===== src/spi_pin_pkg.sv =====
`default_nettype none
package spi_pin_pkg;
	localparam int BYTE_W = 8;
	localparam logic [2:0] BIT_MSB = 3'h7;
	localparam logic [7:0] OP_MASK = 8'hF7;
	localparam logic [7:0] OP_WRITE = 8'h02;
	localparam logic [7:0] OP_READ = 8'h03;
	localparam logic [7:0] OP_WRSR = 8'h01;
	localparam int CLK_PERIOD_PS = 5000;
	localparam int NV_WRITE_TIME_NS = 5000;
	localparam int NV_WRITE_CYCLES = (NV_WRITE_TIME_NS * 1000 + CLK_PERIOD_PS - 1) / CLK_PERIOD_PS;

	typedef enum logic [1:0] {
		PH_IDLE = 2'h0,
		PH_INSTR = 2'h1,
		PH_BODY = 2'h3
	} phase_e;

	typedef struct packed {
		logic [7:0] data;
		logic first;
	} rx_word_s;
endpackage
`default_nettype wire


===== src/spi_eeprom_pin_interface.sv =====
`default_nettype none
// Overview of operation
// - Output bit shifts onto the serial output at each serial clock falling edge after the instruction byte.
// - Opcode, address and data bits captured on serial clock rising edges.
// - Select high deselects device and floats the serial output.
// - Deselect enters standby unless a nonvolatile write is still running.
// - Select low makes the device active and ready for operations.
// - After power-up operations wait for a select falling edge.
// - Write protect low blocks nonvolatile writes; reads still work.
// - Write protect high allows every function including writes.
// - Write protect falling during a selected write aborts that write.
// - A started nonvolatile cycle completes regardless of write protect.
// - All bytes shift most significant bit first in both directions.
// - An 8-bit instruction register loads serially at the start of each transfer.
// - A stopped serial clock keeps transfer state and resumes at the same bit.
module spi_eeprom_pin_interface
	import spi_pin_pkg::*;
#(
	parameter int NV_CYCLES = NV_WRITE_CYCLES
) (
	input wire logic ref_clk,
	input wire logic srst,
	input wire logic clk_en,
	input wire logic select_watchdog_in_n,
	input wire logic serial_clk,
	input wire logic serial_in,
	input wire logic write_protect_n,
	output logic serial_out,
	output logic serial_out_oe,
	output logic standby,
	output logic nv_write_busy,
	output logic instr_valid,
	output logic [7:0] instr_q,
	output logic rx_valid,
	output logic [7:0] rx_data,
	output logic rx_first,
	input wire logic rx_ready,
	input wire logic [7:0] tx_data,
	output logic tx_ready,
	input wire logic tx_valid
);

	if (NV_CYCLES < 1) begin : g_bad_cycles
		$error("NV_CYCLES must be at least one");
	end

	// ****************************************
	// Pin synchronisers
	// ****************************************
	logic [3:0] meta_q;
	logic [3:0] sync_q;
	logic sck_prev_q;
	logic sel_prev_n_q;
	logic wp_prev_n_q;
	// Reset leaves select looking low, so a select held low through reset shows no falling
	// edge; only a genuine high-to-low transition can arm the device.
	localparam logic [3:0] PIN_RST = 4'h1;
	always_ff @(posedge ref_clk) begin
		if (srst) begin
			meta_q <= PIN_RST;
			sync_q <= PIN_RST;
			sck_prev_q <= 1'b0;
			sel_prev_n_q <= 1'b0;
			wp_prev_n_q <= 1'b1;
		end else if (clk_en) begin
			meta_q <= {select_watchdog_in_n, serial_clk, serial_in, write_protect_n};
			sync_q <= meta_q;
			sck_prev_q <= sync_q[2];
			sel_prev_n_q <= sync_q[3];
			wp_prev_n_q <= sync_q[0];
		end
	end

	logic sel_n;
	logic sck_rise;
	logic sck_fall;
	logic sel_fall;
	logic wp_fall;
	assign sel_n = sync_q[3];
	assign sck_rise = sync_q[2] && !sck_prev_q;
	assign sck_fall = !sync_q[2] && sck_prev_q;
	assign sel_fall = !sel_n && sel_prev_n_q;
	assign wp_fall = !sync_q[0] && wp_prev_n_q;

	// ****************************************
	// Power-up arming and transfer phase
	// ****************************************
	logic armed_q;
	phase_e phase_q;
	logic [2:0] bit_q;
	logic [7:0] shreg_q;
	logic body_first_q;
	logic byte_done;
	assign byte_done = sck_rise && bit_q == '0;

	always_ff @(posedge ref_clk) begin
		if (srst) begin
			armed_q <= 1'b0;
		end else if (clk_en && sel_fall) begin
			armed_q <= 1'b1;
		end
	end

	// Bits are counted only on serial clock edges, so a stalled clock holds position.
	always_ff @(posedge ref_clk) begin
		if (srst) begin
			phase_q <= PH_IDLE;
			bit_q <= BIT_MSB;
			shreg_q <= '0;
			body_first_q <= 1'b0;
		end else if (clk_en) begin
			if (sel_n) begin
				phase_q <= PH_IDLE;
				bit_q <= BIT_MSB;
			end else if (sel_fall) begin
				phase_q <= PH_INSTR;
				bit_q <= BIT_MSB;
				body_first_q <= 1'b1;
			end else if (sck_rise && phase_q != PH_IDLE) begin
				shreg_q <= {shreg_q[6:0], sync_q[1]};
				bit_q <= bit_q - 3'h1;
				if (byte_done) begin
					bit_q <= BIT_MSB;
					if (phase_q == PH_INSTR) begin
						phase_q <= PH_BODY;
					end else begin
						body_first_q <= 1'b0;
					end
				end
			end
		end
	end

	always_ff @(posedge ref_clk) begin
		if (srst) begin
			instr_q <= '0;
			instr_valid <= 1'b0;
		end else if (clk_en) begin
			instr_valid <= 1'b0;
			if (byte_done && phase_q == PH_INSTR && !sel_n) begin
				instr_q <= {shreg_q[6:0], sync_q[1]};
				instr_valid <= 1'b1;
			end
		end
	end

	// ****************************************
	// Two-entry receive buffer
	// ****************************************
	rx_word_s buf_q [2];
	logic [1:0] cnt_q;
	logic rd_ptr_q;
	logic wr_ptr_q;
	logic push;
	logic pop;
	logic [1:0] cnt_d;
	logic bypass;
	assign push = byte_done && phase_q == PH_BODY && !sel_n && cnt_q != 2'h2;
	assign pop = rx_valid && rx_ready;
	assign cnt_d = cnt_q + {1'b0, push} - {1'b0, pop};
	// An arriving byte goes straight to the output register when nothing older waits.
	assign bypass = push && (cnt_q == 2'h0 || (pop && cnt_q == 2'h1));

	// A full buffer drops further body bytes; the master must pace the clock to rx_ready.
	always_ff @(posedge ref_clk) begin
		if (srst) begin
			cnt_q <= '0;
			rd_ptr_q <= 1'b0;
			wr_ptr_q <= 1'b0;
			rx_valid <= 1'b0;
			rx_data <= '0;
			rx_first <= 1'b0;
		end else if (clk_en) begin
			if (push) begin
				buf_q[wr_ptr_q] <= '{data: {shreg_q[6:0], sync_q[1]}, first: body_first_q};
				wr_ptr_q <= !wr_ptr_q;
			end
			if (pop) begin
				rd_ptr_q <= !rd_ptr_q;
			end
			cnt_q <= cnt_d;
			rx_valid <= cnt_d != 2'h0;
			if (pop || !rx_valid) begin
				rx_data <= bypass ? {shreg_q[6:0], sync_q[1]} : buf_q[!rd_ptr_q].data;
				rx_first <= bypass ? body_first_q : buf_q[!rd_ptr_q].first;
			end
		end
	end

	// ****************************************
	// Serial output
	// ****************************************
	logic [7:0] tx_hold_q;
	logic tx_full_q;
	logic [7:0] txsh_q;
	logic tx_take;
	logic tx_shift;
	assign tx_take = tx_valid && tx_ready;
	assign tx_shift = sck_fall && !sel_n && phase_q == PH_BODY;
	// The held byte moves to the shifter at the fall that opens a byte, so its MSB is on
	// the line before the master's first rising edge of that byte.
	always_ff @(posedge ref_clk) begin
		if (srst) begin
			serial_out <= 1'b0;
			serial_out_oe <= 1'b0;
			tx_hold_q <= '0;
			tx_full_q <= 1'b0;
			txsh_q <= '0;
			tx_ready <= 1'b0;
		end else if (clk_en) begin
			serial_out_oe <= !sel_n && armed_q;
			tx_ready <= !sel_n && phase_q == PH_BODY && !tx_full_q && !tx_take;
			if (tx_shift && bit_q == BIT_MSB) begin
				serial_out <= tx_hold_q[BIT_MSB];
				txsh_q <= {tx_hold_q[6:0], 1'b0};
			end else if (tx_shift) begin
				serial_out <= txsh_q[BIT_MSB];
				txsh_q <= {txsh_q[6:0], 1'b0};
			end
			if (sel_n) begin
				tx_full_q <= 1'b0;
			end else if (tx_take) begin
				tx_hold_q <= tx_data;
				tx_full_q <= 1'b1;
			end else if (tx_shift && bit_q == BIT_MSB) begin
				tx_full_q <= 1'b0;
			end
		end
	end

	// ****************************************
	// Nonvolatile write gating
	// ****************************************
	logic wr_pending_q;
	logic [$clog2(NV_CYCLES+1)-1:0] nv_cnt_q;
	logic is_write_op;
	logic nv_start;
	assign is_write_op = (instr_q & OP_MASK) == OP_WRITE || instr_q == OP_WRSR;
	assign nv_start = !nv_write_busy && sel_n && wr_pending_q && sync_q[0];

	always_ff @(posedge ref_clk) begin
		if (srst) begin
			wr_pending_q <= 1'b0;
			nv_write_busy <= 1'b0;
			nv_cnt_q <= '0;
			standby <= 1'b1;
		end else if (clk_en) begin
			// Standby is withheld in the very cycle the write starts, not one cycle late.
			standby <= sel_n && !nv_write_busy && !nv_start;
			if (instr_valid && is_write_op && sync_q[0]) begin
				wr_pending_q <= 1'b1;
			end else if (!sel_n && wp_fall) begin
				wr_pending_q <= 1'b0;
			end else if (sel_n) begin
				wr_pending_q <= 1'b0;
			end
			if (nv_write_busy) begin
				nv_cnt_q <= nv_cnt_q - 1'b1;
				if (nv_cnt_q == 1) begin
					nv_write_busy <= 1'b0;
				end
			end else if (nv_start) begin
				nv_write_busy <= 1'b1;
				nv_cnt_q <= ($clog2(NV_CYCLES+1))'(NV_CYCLES);
			end
		end
	end

	// ****************************************
	// Checks
	// ****************************************
	AST_HIZ_DESELECT: assert property (@(posedge ref_clk) disable iff (srst)
		clk_en && sel_n |=> !serial_out_oe) else $error("output driven while deselected");
	AST_NO_OP_UNARMED: assert property (@(posedge ref_clk) disable iff (srst)
		!armed_q |-> !instr_valid) else $error("instruction before select edge");
	AST_ABORT_WP: assert property (@(posedge ref_clk) disable iff (srst)
		clk_en && !sel_n && wp_fall && !instr_valid |=> !wr_pending_q)
		else $error("write not aborted");
	AST_NV_HOLD: assert property (@(posedge ref_clk) disable iff (srst)
		nv_write_busy && nv_cnt_q > 1 && clk_en |=> nv_write_busy)
		else $error("nv cycle ended early");
	AST_STANDBY: assert property (@(posedge ref_clk) disable iff (srst)
		clk_en && nv_write_busy |=> !standby) else $error("standby during nv write");
	AST_DESEL_RESET: assert property (@(posedge ref_clk) disable iff (srst)
		clk_en && sel_n |=> phase_q == PH_IDLE && bit_q == BIT_MSB)
		else $error("partial byte kept");
	AST_STALL: assert property (@(posedge ref_clk) disable iff (srst)
		clk_en && !sck_rise && !sel_n && !sel_fall |=> $stable(bit_q))
		else $error("bit moved without clock");
	AST_WP_BLOCK: assert property (@(posedge ref_clk) disable iff (srst)
		!nv_write_busy && !sync_q[0] |=> !nv_write_busy)
		else $error("write began while protected");
	AST_START_STANDBY: assert property (@(posedge ref_clk) disable iff (srst)
		clk_en && nv_start |=> nv_write_busy && !standby)
		else $error("standby at nv write start");
endmodule // spi_eeprom_pin_interface
`default_nettype wire


===== config.mk =====
export PLATFORM = sky130hd
export DESIGN_NAME = spi_eeprom_pin_interface
export DESIGN_NICKNAME = d
export VERILOG_FILES = /design/src/spi_pin_pkg.sv /design/src/spi_eeprom_pin_interface.sv
export SDC_FILE = /design/constraint.sdc
export NUM_CORES = 1
export LEC_CHECK = 0
export ABC_CLOCK_PERIOD_IN_PS = 2600
export BUFFER_PORTS_ARGS = -buffer_cell sky130_fd_sc_hd__buf_4
export CAP_MARGIN = 30
export CORE_MARGIN = 2
export CORE_UTILIZATION = 58
export DETAILED_ROUTE_END_ITERATION = 8
export GPL_TIMING_DRIVEN = 1
export PLACE_DENSITY = 0.78
export SLEW_MARGIN = 20
export SYNTH_ARGS = -nofsm -noshare
export SYNTH_HDL_FRONTEND = slang
export SYNTH_SLANG_ARGS = --single-unit
export TNS_END_PERCENT = 5

===== constraint.sdc =====
create_clock -name ref_clk -period 2.6 [get_ports ref_clk]
set_input_delay 0 -clock ref_clk [delete_from_list [all_inputs] [get_ports ref_clk]]
set_output_delay 0 -clock ref_clk [all_outputs]
set_load 0.01 [all_outputs]

Word level (Yosys, flattened, before mapping)
Memory sizes are Yosys's and may differ from the RTL's.
Cells that the tools add are included.
{"block": "totals", "elab_cells": 149, "out_inout_bits": 24, "mem_count": 1, "ramBits": 18, "ff_bits": 81, "in_bits": 17}
{"name": "buf_q", "depth": 2, "word_bits": 9, "rd": 1, "rd_clocked_by_memory_dff": 0, "wr": 1, "line_no": "spi_eeprom_pin_interface.sv:150", "source": "rx_word_s buf_q [2];"}
{"block": "op_classes", "mux": 35, "n_eq_ne": 9, "n_bitwise": 2, "addsub": 4, "n_reduce_logical": 70}
{"op": "$logic_and A1 B1 Y1", "count": 30}
{"op": "$mux W8", "count": 3}
{"op": "$mux W1", "count": 21}
{"op": "$mux W10", "count": 2}
{"op": "$reduce_and A2 Y1", "count": 9}
{"op": "$reduce_bool A3 Y1", "count": 5}
{"op": "$mux W3", "count": 4}
{"op": "$reduce_bool A2 Y1", "count": 6}
{"op": "$logic_not A1 Y1", "count": 11}
{"op": "$eq A10 B1 Y1 const B", "count": 1}
{"op": "$mux W2", "count": 5}
{"op": "$sub A10 B1 Y10 const B", "count": 1}
{"op": "$eq A8 B1 Y1 const B", "count": 1}
{"op": "$reduce_and A4 Y1", "count": 2}
{"op": "$eq A7 B2 Y1 const B", "count": 1}
{"op": "$reduce_and A5 Y1", "count": 1}
{"op": "$eq A2 B1 Y1 const B", "count": 2}
{"op": "$ne A2 B2 Y1 const B", "count": 2}
{"op": "$eq A3 B3 Y1 const B", "count": 1}
{"op": "$logic_not A3 Y1", "count": 1}
{"op": "$logic_or A1 B1 Y1", "count": 3}
{"op": "$reduce_and A3 Y1", "count": 1}
{"op": "$sub A3 B1 Y3 const B", "count": 1}
{"op": "$add A2 B1 Y2", "count": 1}
{"op": "other kinds (4)", "count": 5}

Depth between registers and ports, before layout
{"block": "logic_depth", "depth_word": 10, "depth_mapped": 11, "depth_no_buf": 11}

Worst setup path before layout
OpenSTA, ideal clock, no wires.
{"block": "synth_timing", "path_type": "register -> register", "startpoint": "reg bit_q[0]", "endpoint": "mem buf_q[1][0] (netlist bit) (enable)", "stages_incl_launch_ff": 6, "t_required_ps": 2197, "setup_time_ps": 403, "path_buffers": 0, "t_arrival_ps": 1994, "synth_period_minus_slack_ps": 2397, "slack_ps": 203, "cell_sequence": "dfxtp_1 -> inv_1 -> ha_1 -> and4bb_2 -> nand3_1 -> nor4b_1"}
{"block": "synth_between", "elab_chain_cells": 9}
{"element": "start, declared", "line_no": "spi_eeprom_pin_interface.sv:90", "source": "logic [2:0] bit_q;"}
{"element": "start signal, assigned", "line_no": "spi_eeprom_pin_interface.sv:121", "source": "bit_q <= bit_q - 3'h1;"}
{"element": "$logic_not A3 Y1", "line_no": "spi_eeprom_pin_interface.sv:94", "source": "assign byte_done = sck_rise && bit_q == '0;"}
{"element": "$logic_and A1 B1 Y1", "line_no": "spi_eeprom_pin_interface.sv:94"}
{"element": "$logic_and A1 B1 Y1 (3 in a row)", "line_no": "spi_eeprom_pin_interface.sv:158", "source": "assign push = byte_done && phase_q == PH_BODY && !sel_n && cnt_q != 2'h2;"}
{"element": "$mux W1", "line_no": "spi_eeprom_pin_interface.sv:174", "source": "if (push) begin"}
{"element": "$mux W1", "line_no": "spi_eeprom_pin_interface.sv:173", "source": "end else if (clk_en) begin"}
{"element": "$mux W1", "line_no": "spi_eeprom_pin_interface.sv:166", "source": "if (srst) begin"}
{"element": "$mux W1 (implied by the code)", "line_no": "spi_eeprom_pin_interface.sv:175", "source": "buf_q[wr_ptr_q] <= '{data: {shreg_q[6:0], sync_q[1]}, first: body_first_q};"}
{"element": "end, declared", "line_no": "spi_eeprom_pin_interface.sv:150"}
Every way passes these cells.

Final worst setup path
{"block": "layout_timing", "startpoint": "reg bit_q[0]", "endpoint": "reg rx_valid"}
{"block": "layout_between", "elab_chain_cells": 8}
{"element": "$logic_not A3 Y1", "line_no": "spi_eeprom_pin_interface.sv:94"}
{"element": "$logic_and A1 B1 Y1", "line_no": "spi_eeprom_pin_interface.sv:94"}
{"element": "$logic_and A1 B1 Y1 (3 in a row)", "line_no": "spi_eeprom_pin_interface.sv:158"}
{"element": "$add A2 B1 Y2", "line_no": "spi_eeprom_pin_interface.sv:160", "source": "assign cnt_d = cnt_q + {1'b0, push} - {1'b0, pop};"}
{"element": "$sub A2 B1 Y2", "line_no": "spi_eeprom_pin_interface.sv:160"}
{"element": "$reduce_bool A2 Y1", "line_no": "spi_eeprom_pin_interface.sv:182", "source": "rx_valid <= cnt_d != 2'h0;"}
{"element": "end signal, assigned", "line_no": "spi_eeprom_pin_interface.sv:170", "source": "rx_valid <= 1'b0;"}
{"element": "end signal, assigned", "line_no": "spi_eeprom_pin_interface.sv:182"}
{"element": "end, declared", "line_no": "spi_eeprom_pin_interface.sv:34", "source": "output logic rx_valid,"}
Every way passes these cells.
A chain may end at the register's enable or synchronous reset.

==> impl_metrics.py <==
metrics = {
    "clocking": {
        "post_cts_buffers": 0,
        "cts.sinks": 98,
        "cts_tree": "built",
        "clockBufferDepth": 2,
        "cts_inserted_buffers": 9,
        "clk_pin_slew_ns": 0.09,
        "h-tree-depth": 3,
        "insertion_delay_ns": 0.36,
        "cts_root_buf": "clkbuf_8",
    },
    "critical_path": {
        "worstPathRequired_ns": 2.87,
        "end_kind": "flip-flop",
        "worst-setup-path-type": "reg -> reg",
        "cp_max_fo": 7,
        "critical-path-max-stage-delay_ns": 0.34,
        "crit_path_top_delay_cell": "dfxtp_1",
        "start_kind": "flip-flop",
        "path_cells": "inv_1, ha_1, and4bb_2, nand3_1, ha_1, inv_1, ha_1, xnor2_1, xnor2_1, nor2_1, a211oi_1",
        "crit_family": "adder cells",
        "critPathMostFrequentCell": "ha_1",
        "r2r.worst_path.cells": 11,
        "crit_buf_inv": 2,
        "cp_data_arrival_time_ns": 2.61,
        "path_depth": 11,
    },
    "floorplanning": {
        "rows": 30,
        "die_h_microns": 88.4,
        "ios": 41,
        "initial_core_util_pct": 60.5,
        "die_area_sq_mm": 0.00781,
        "coreArea_sq_mm": 0.00683,
        "die_w_microns": 88.4,
    },
    "yosys": {
        "ys_types": 57,
        "yosysSeqAreaShare_pct": 51.9,
        "synth-main-ff-cell": "dfxtp_1",
        "syn_area_per_cell_sq_um": 9.98,
        "syn-num-nets": 438,
        "synth_warnings": 0,
        "synth-seq-cells": 98,
        "synth-async-reset-ratio_pct": 0,
        "syn_inst": 414,
        "synth-edff-count": 18,
        "syn_area_sq_mm": 0.00413,
    },
    "cells_and_area": {
        "multiInputGateArea_sq_mm": 0.00183,
        "seq_area_sq_mm": 0.00214,
        "utilization_pct": 70.1,
        "fillers": 553,
        "fin_cells": 562,
        "areaGrowthSynthToFinish_pct": 16.0,
        "fin_nets": 485,
        "antennaDiodeCount": 0,
        "drive_gt1_share_pct": 16.5,
    },
    "detailed_routing": {
        "routed_wl_mm": 8.00,
        "num_vias": 3091,
        "drtPass1Iterations": 4,
        "vias_per_cell": 5.50,
        "drt_iter0_markers": 137,
        "wl_per_cell_microns": 14.2,
        "drc": 0,
        "ant_nets": 0,
    },
    "timing": {
        "rsz0062_at_grt": "false",
        "slew_violations": 0,
        "skew_ns": 0.0173,
        "slew_headroom_pct": 50.3,
        "fmax_mhz": 428,
        "setup_tns_ns": 0,
        "worstMarginPinSlew_ns": 0.745,
        "finalHoldViolCount": 0,
        "fin_crit_sh_pct": 89.8,
        "report.final.setup_viol": 0,
        "finalCriticalPeriod_ns": 2.33,
    },
    "placed_design": {
        "io_buffer_count": 40,
        "dp.final_hpwl_mm": 5.29,
        "dp.cells": 533,
        "gp_congestion": 0.778,
    },
    "worst_hold_path": {
        "hold_class": "in -> reg",
        "hold_depth": 3,
    },
    "run_status": {
        "outcome": "finished clean",
    },
    "global_routing": {
        "grt_pass1_vias": 2771,
        "grt_max_degree": 75,
        "grt_first_pass_wirelength_mm": 13.3,
        "grt_usage_pct": 22.0,
        "antenna_found_initial": 0,
        "grt_overflow_total": 0,
    },
    "pwr": {
        "total_power_mw": 2.71,
        "ir_worst_vdd_v": 0.000313,
        "p_leak_nw": 1.94,
        "power.density_mw_per_mm2": 565,
    },
    "flow_run": {
        "cap_violations": 0,
    },
}
report_power, final:
| part | internal (mW) | switching (mW) |
|---|---|---|
| Combinational | 0.0724 | 0.0810 |
| Clock | 0.475 | 0.504 |
| Sequential | 1.56 | 0.0175 |
logic make-up (layout without fill, tap and decap cells):
logic type | count (synthesis) | after routing | synth area share [%]
DFF | 98 | 98 | 51.9
AOI/OAI and AO/OA | 68 | 68 | 10.1
xor gates and xnor gates | 12 | 12 | 2.54
buffers and inverters | 30 | 82 | 3.82
and+or+nand+nor | 155 | 155 | 18.6
muxes | 44 | 44 | 11.0
adders and majority gates | 7 | 7 | 2.12
layer usage:
layer  vias to the layer above  GRT usage [%]  part of all wire, %
li1                       1553              -                    -
met1                      1469           30.6                   49
met2                        55           34.7                   46
met3                        14           3.45                  3.3
met4                         0           9.09                  1.9
met5                         -              0                    0
Yosys cell counts (2+ instances only):
cell type / number / area [sq um]
a311oi_1: 5 / 43.8
a21oi_1: 30 / 150
xnor2_1: 3 / 26.3
edfxtp_1: 18 / 541
buf_2: 5 / 25.0
nor3_1: 6 / 30.0
clkbuf_1: 10 / 37.5
nor3b_1: 2 / 15.0
nand3b_1: 2 / 15.0
nor2b_1: 5 / 31.3
nand2b_1: 3 / 18.8
ha_1: 7 / 87.6
o21ai_0: 4 / 20.0
a211o_1: 2 / 17.5
xor2_1: 9 / 78.8
and3b_1: 2 / 17.5
nand4b_1: 2 / 17.5
buf_1: 2 / 7.51
nand3_1: 8 / 40.0
buf_4: 4 / 30.0
mux2_2: 10 / 113
nand4_1: 8 / 50.1
a211oi_1: 4 / 30.0
o21ai_1: 10 / 50.1
nor4_1: 2 / 12.5
a31oi_1: 4 / 25.0
and3_1: 3 / 18.8
inv_1: 6 / 22.5
nor2_1: 50 / 188
nand2_1: 49 / 184
mux2i_1: 34 / 340
dfxtp_1: 80 / 1600
placed cells by master, fill, tap and decap left out, drive strengths merged, types with 2 or more instances in the layout:
master       synthesis  layout
buf                 13      46
mux2                10      10
o21ai               14      14
dfxtp               80      80
or2                  2       2
a311oi               6       6
ha                   7       7
nor3b                2       2
mux2i               34      34
and3                 3       3
nand2               50      50
clkinv               1       2
nor2                50      50
nor2b                5       5
nand4                9       9
xor2                 9       9
a31oi                4       4
a21oi               30      30
nand2b               3       3
dlygate4sd3          0      13
inv                  6       8
a211oi               4       4
and4bb               3       3
a211o                2       2
nand3b               2       2
nor4                 3       3
xnor2                3       3
edfxtp              18      18
nor3                 6       6
nand3                8       8
and3b                2       2
clkbuf              10      12
nand4b               2       2
final cells by class:
cell class	count	area share, %
Clock buffer	12	3.03
Clock inverter	4	1.04
Inverter	7	0.549
Multi-Input combinational cell	286	38.2
Sequential cell	98	44.7
Tap cell	96	2.51
Timing Repair Buffer	59	9.93
through the flow:
| step | cell area, sq um | worst slack (ns) | hold WS, ns |
|---|---|---|---|
| floorplan | 4130 | 0.203 | 0.122 |
| global placement | 4460 | 0.433 | 0.206 |
| detailed placement | 4460 | 0.296 | 0.219 |
| CTS | 4790 | 0.264 | 0.132 |
| global route | 4790 | 0.100 | 0.174 |
| finish | 4790 | 0.265 | 0.157 |
worst min-delay path, delay by kind of cell:
family                 cells  cell delay (ns)
and+or+nand+nor            2             0.19
buffers and inverters      1             0.27
final timing paths:
| kind | start | to | slack, ns |
|---|---|---|---|
| max | bit_q[0] | rx_valid | 0.27 |
| min | clk_en | standby | 0.16 |
| max reg2reg | bit_q[0] | rx_valid | 0.27 |
| min reg2reg | rx_data[5] | rx_data[5] | 0.45 |
state kept, by name (all words and copies together), names as in the netlist, 3 cells and up:
register	cells
sync_q	4
tx_hold_q	8
nv_cnt_q	10
rx_data	8
txsh_q	7
bit_q	3
buf_q	18
instr_q	8
meta_q	4
shreg_q	7
timing repair:
item                      CTS  global route
gates resized for setup     0             0
hold endpoints to repair   13             0
hold buffers               13             0
No activity file was read; power rests on OpenSTA's default activity.
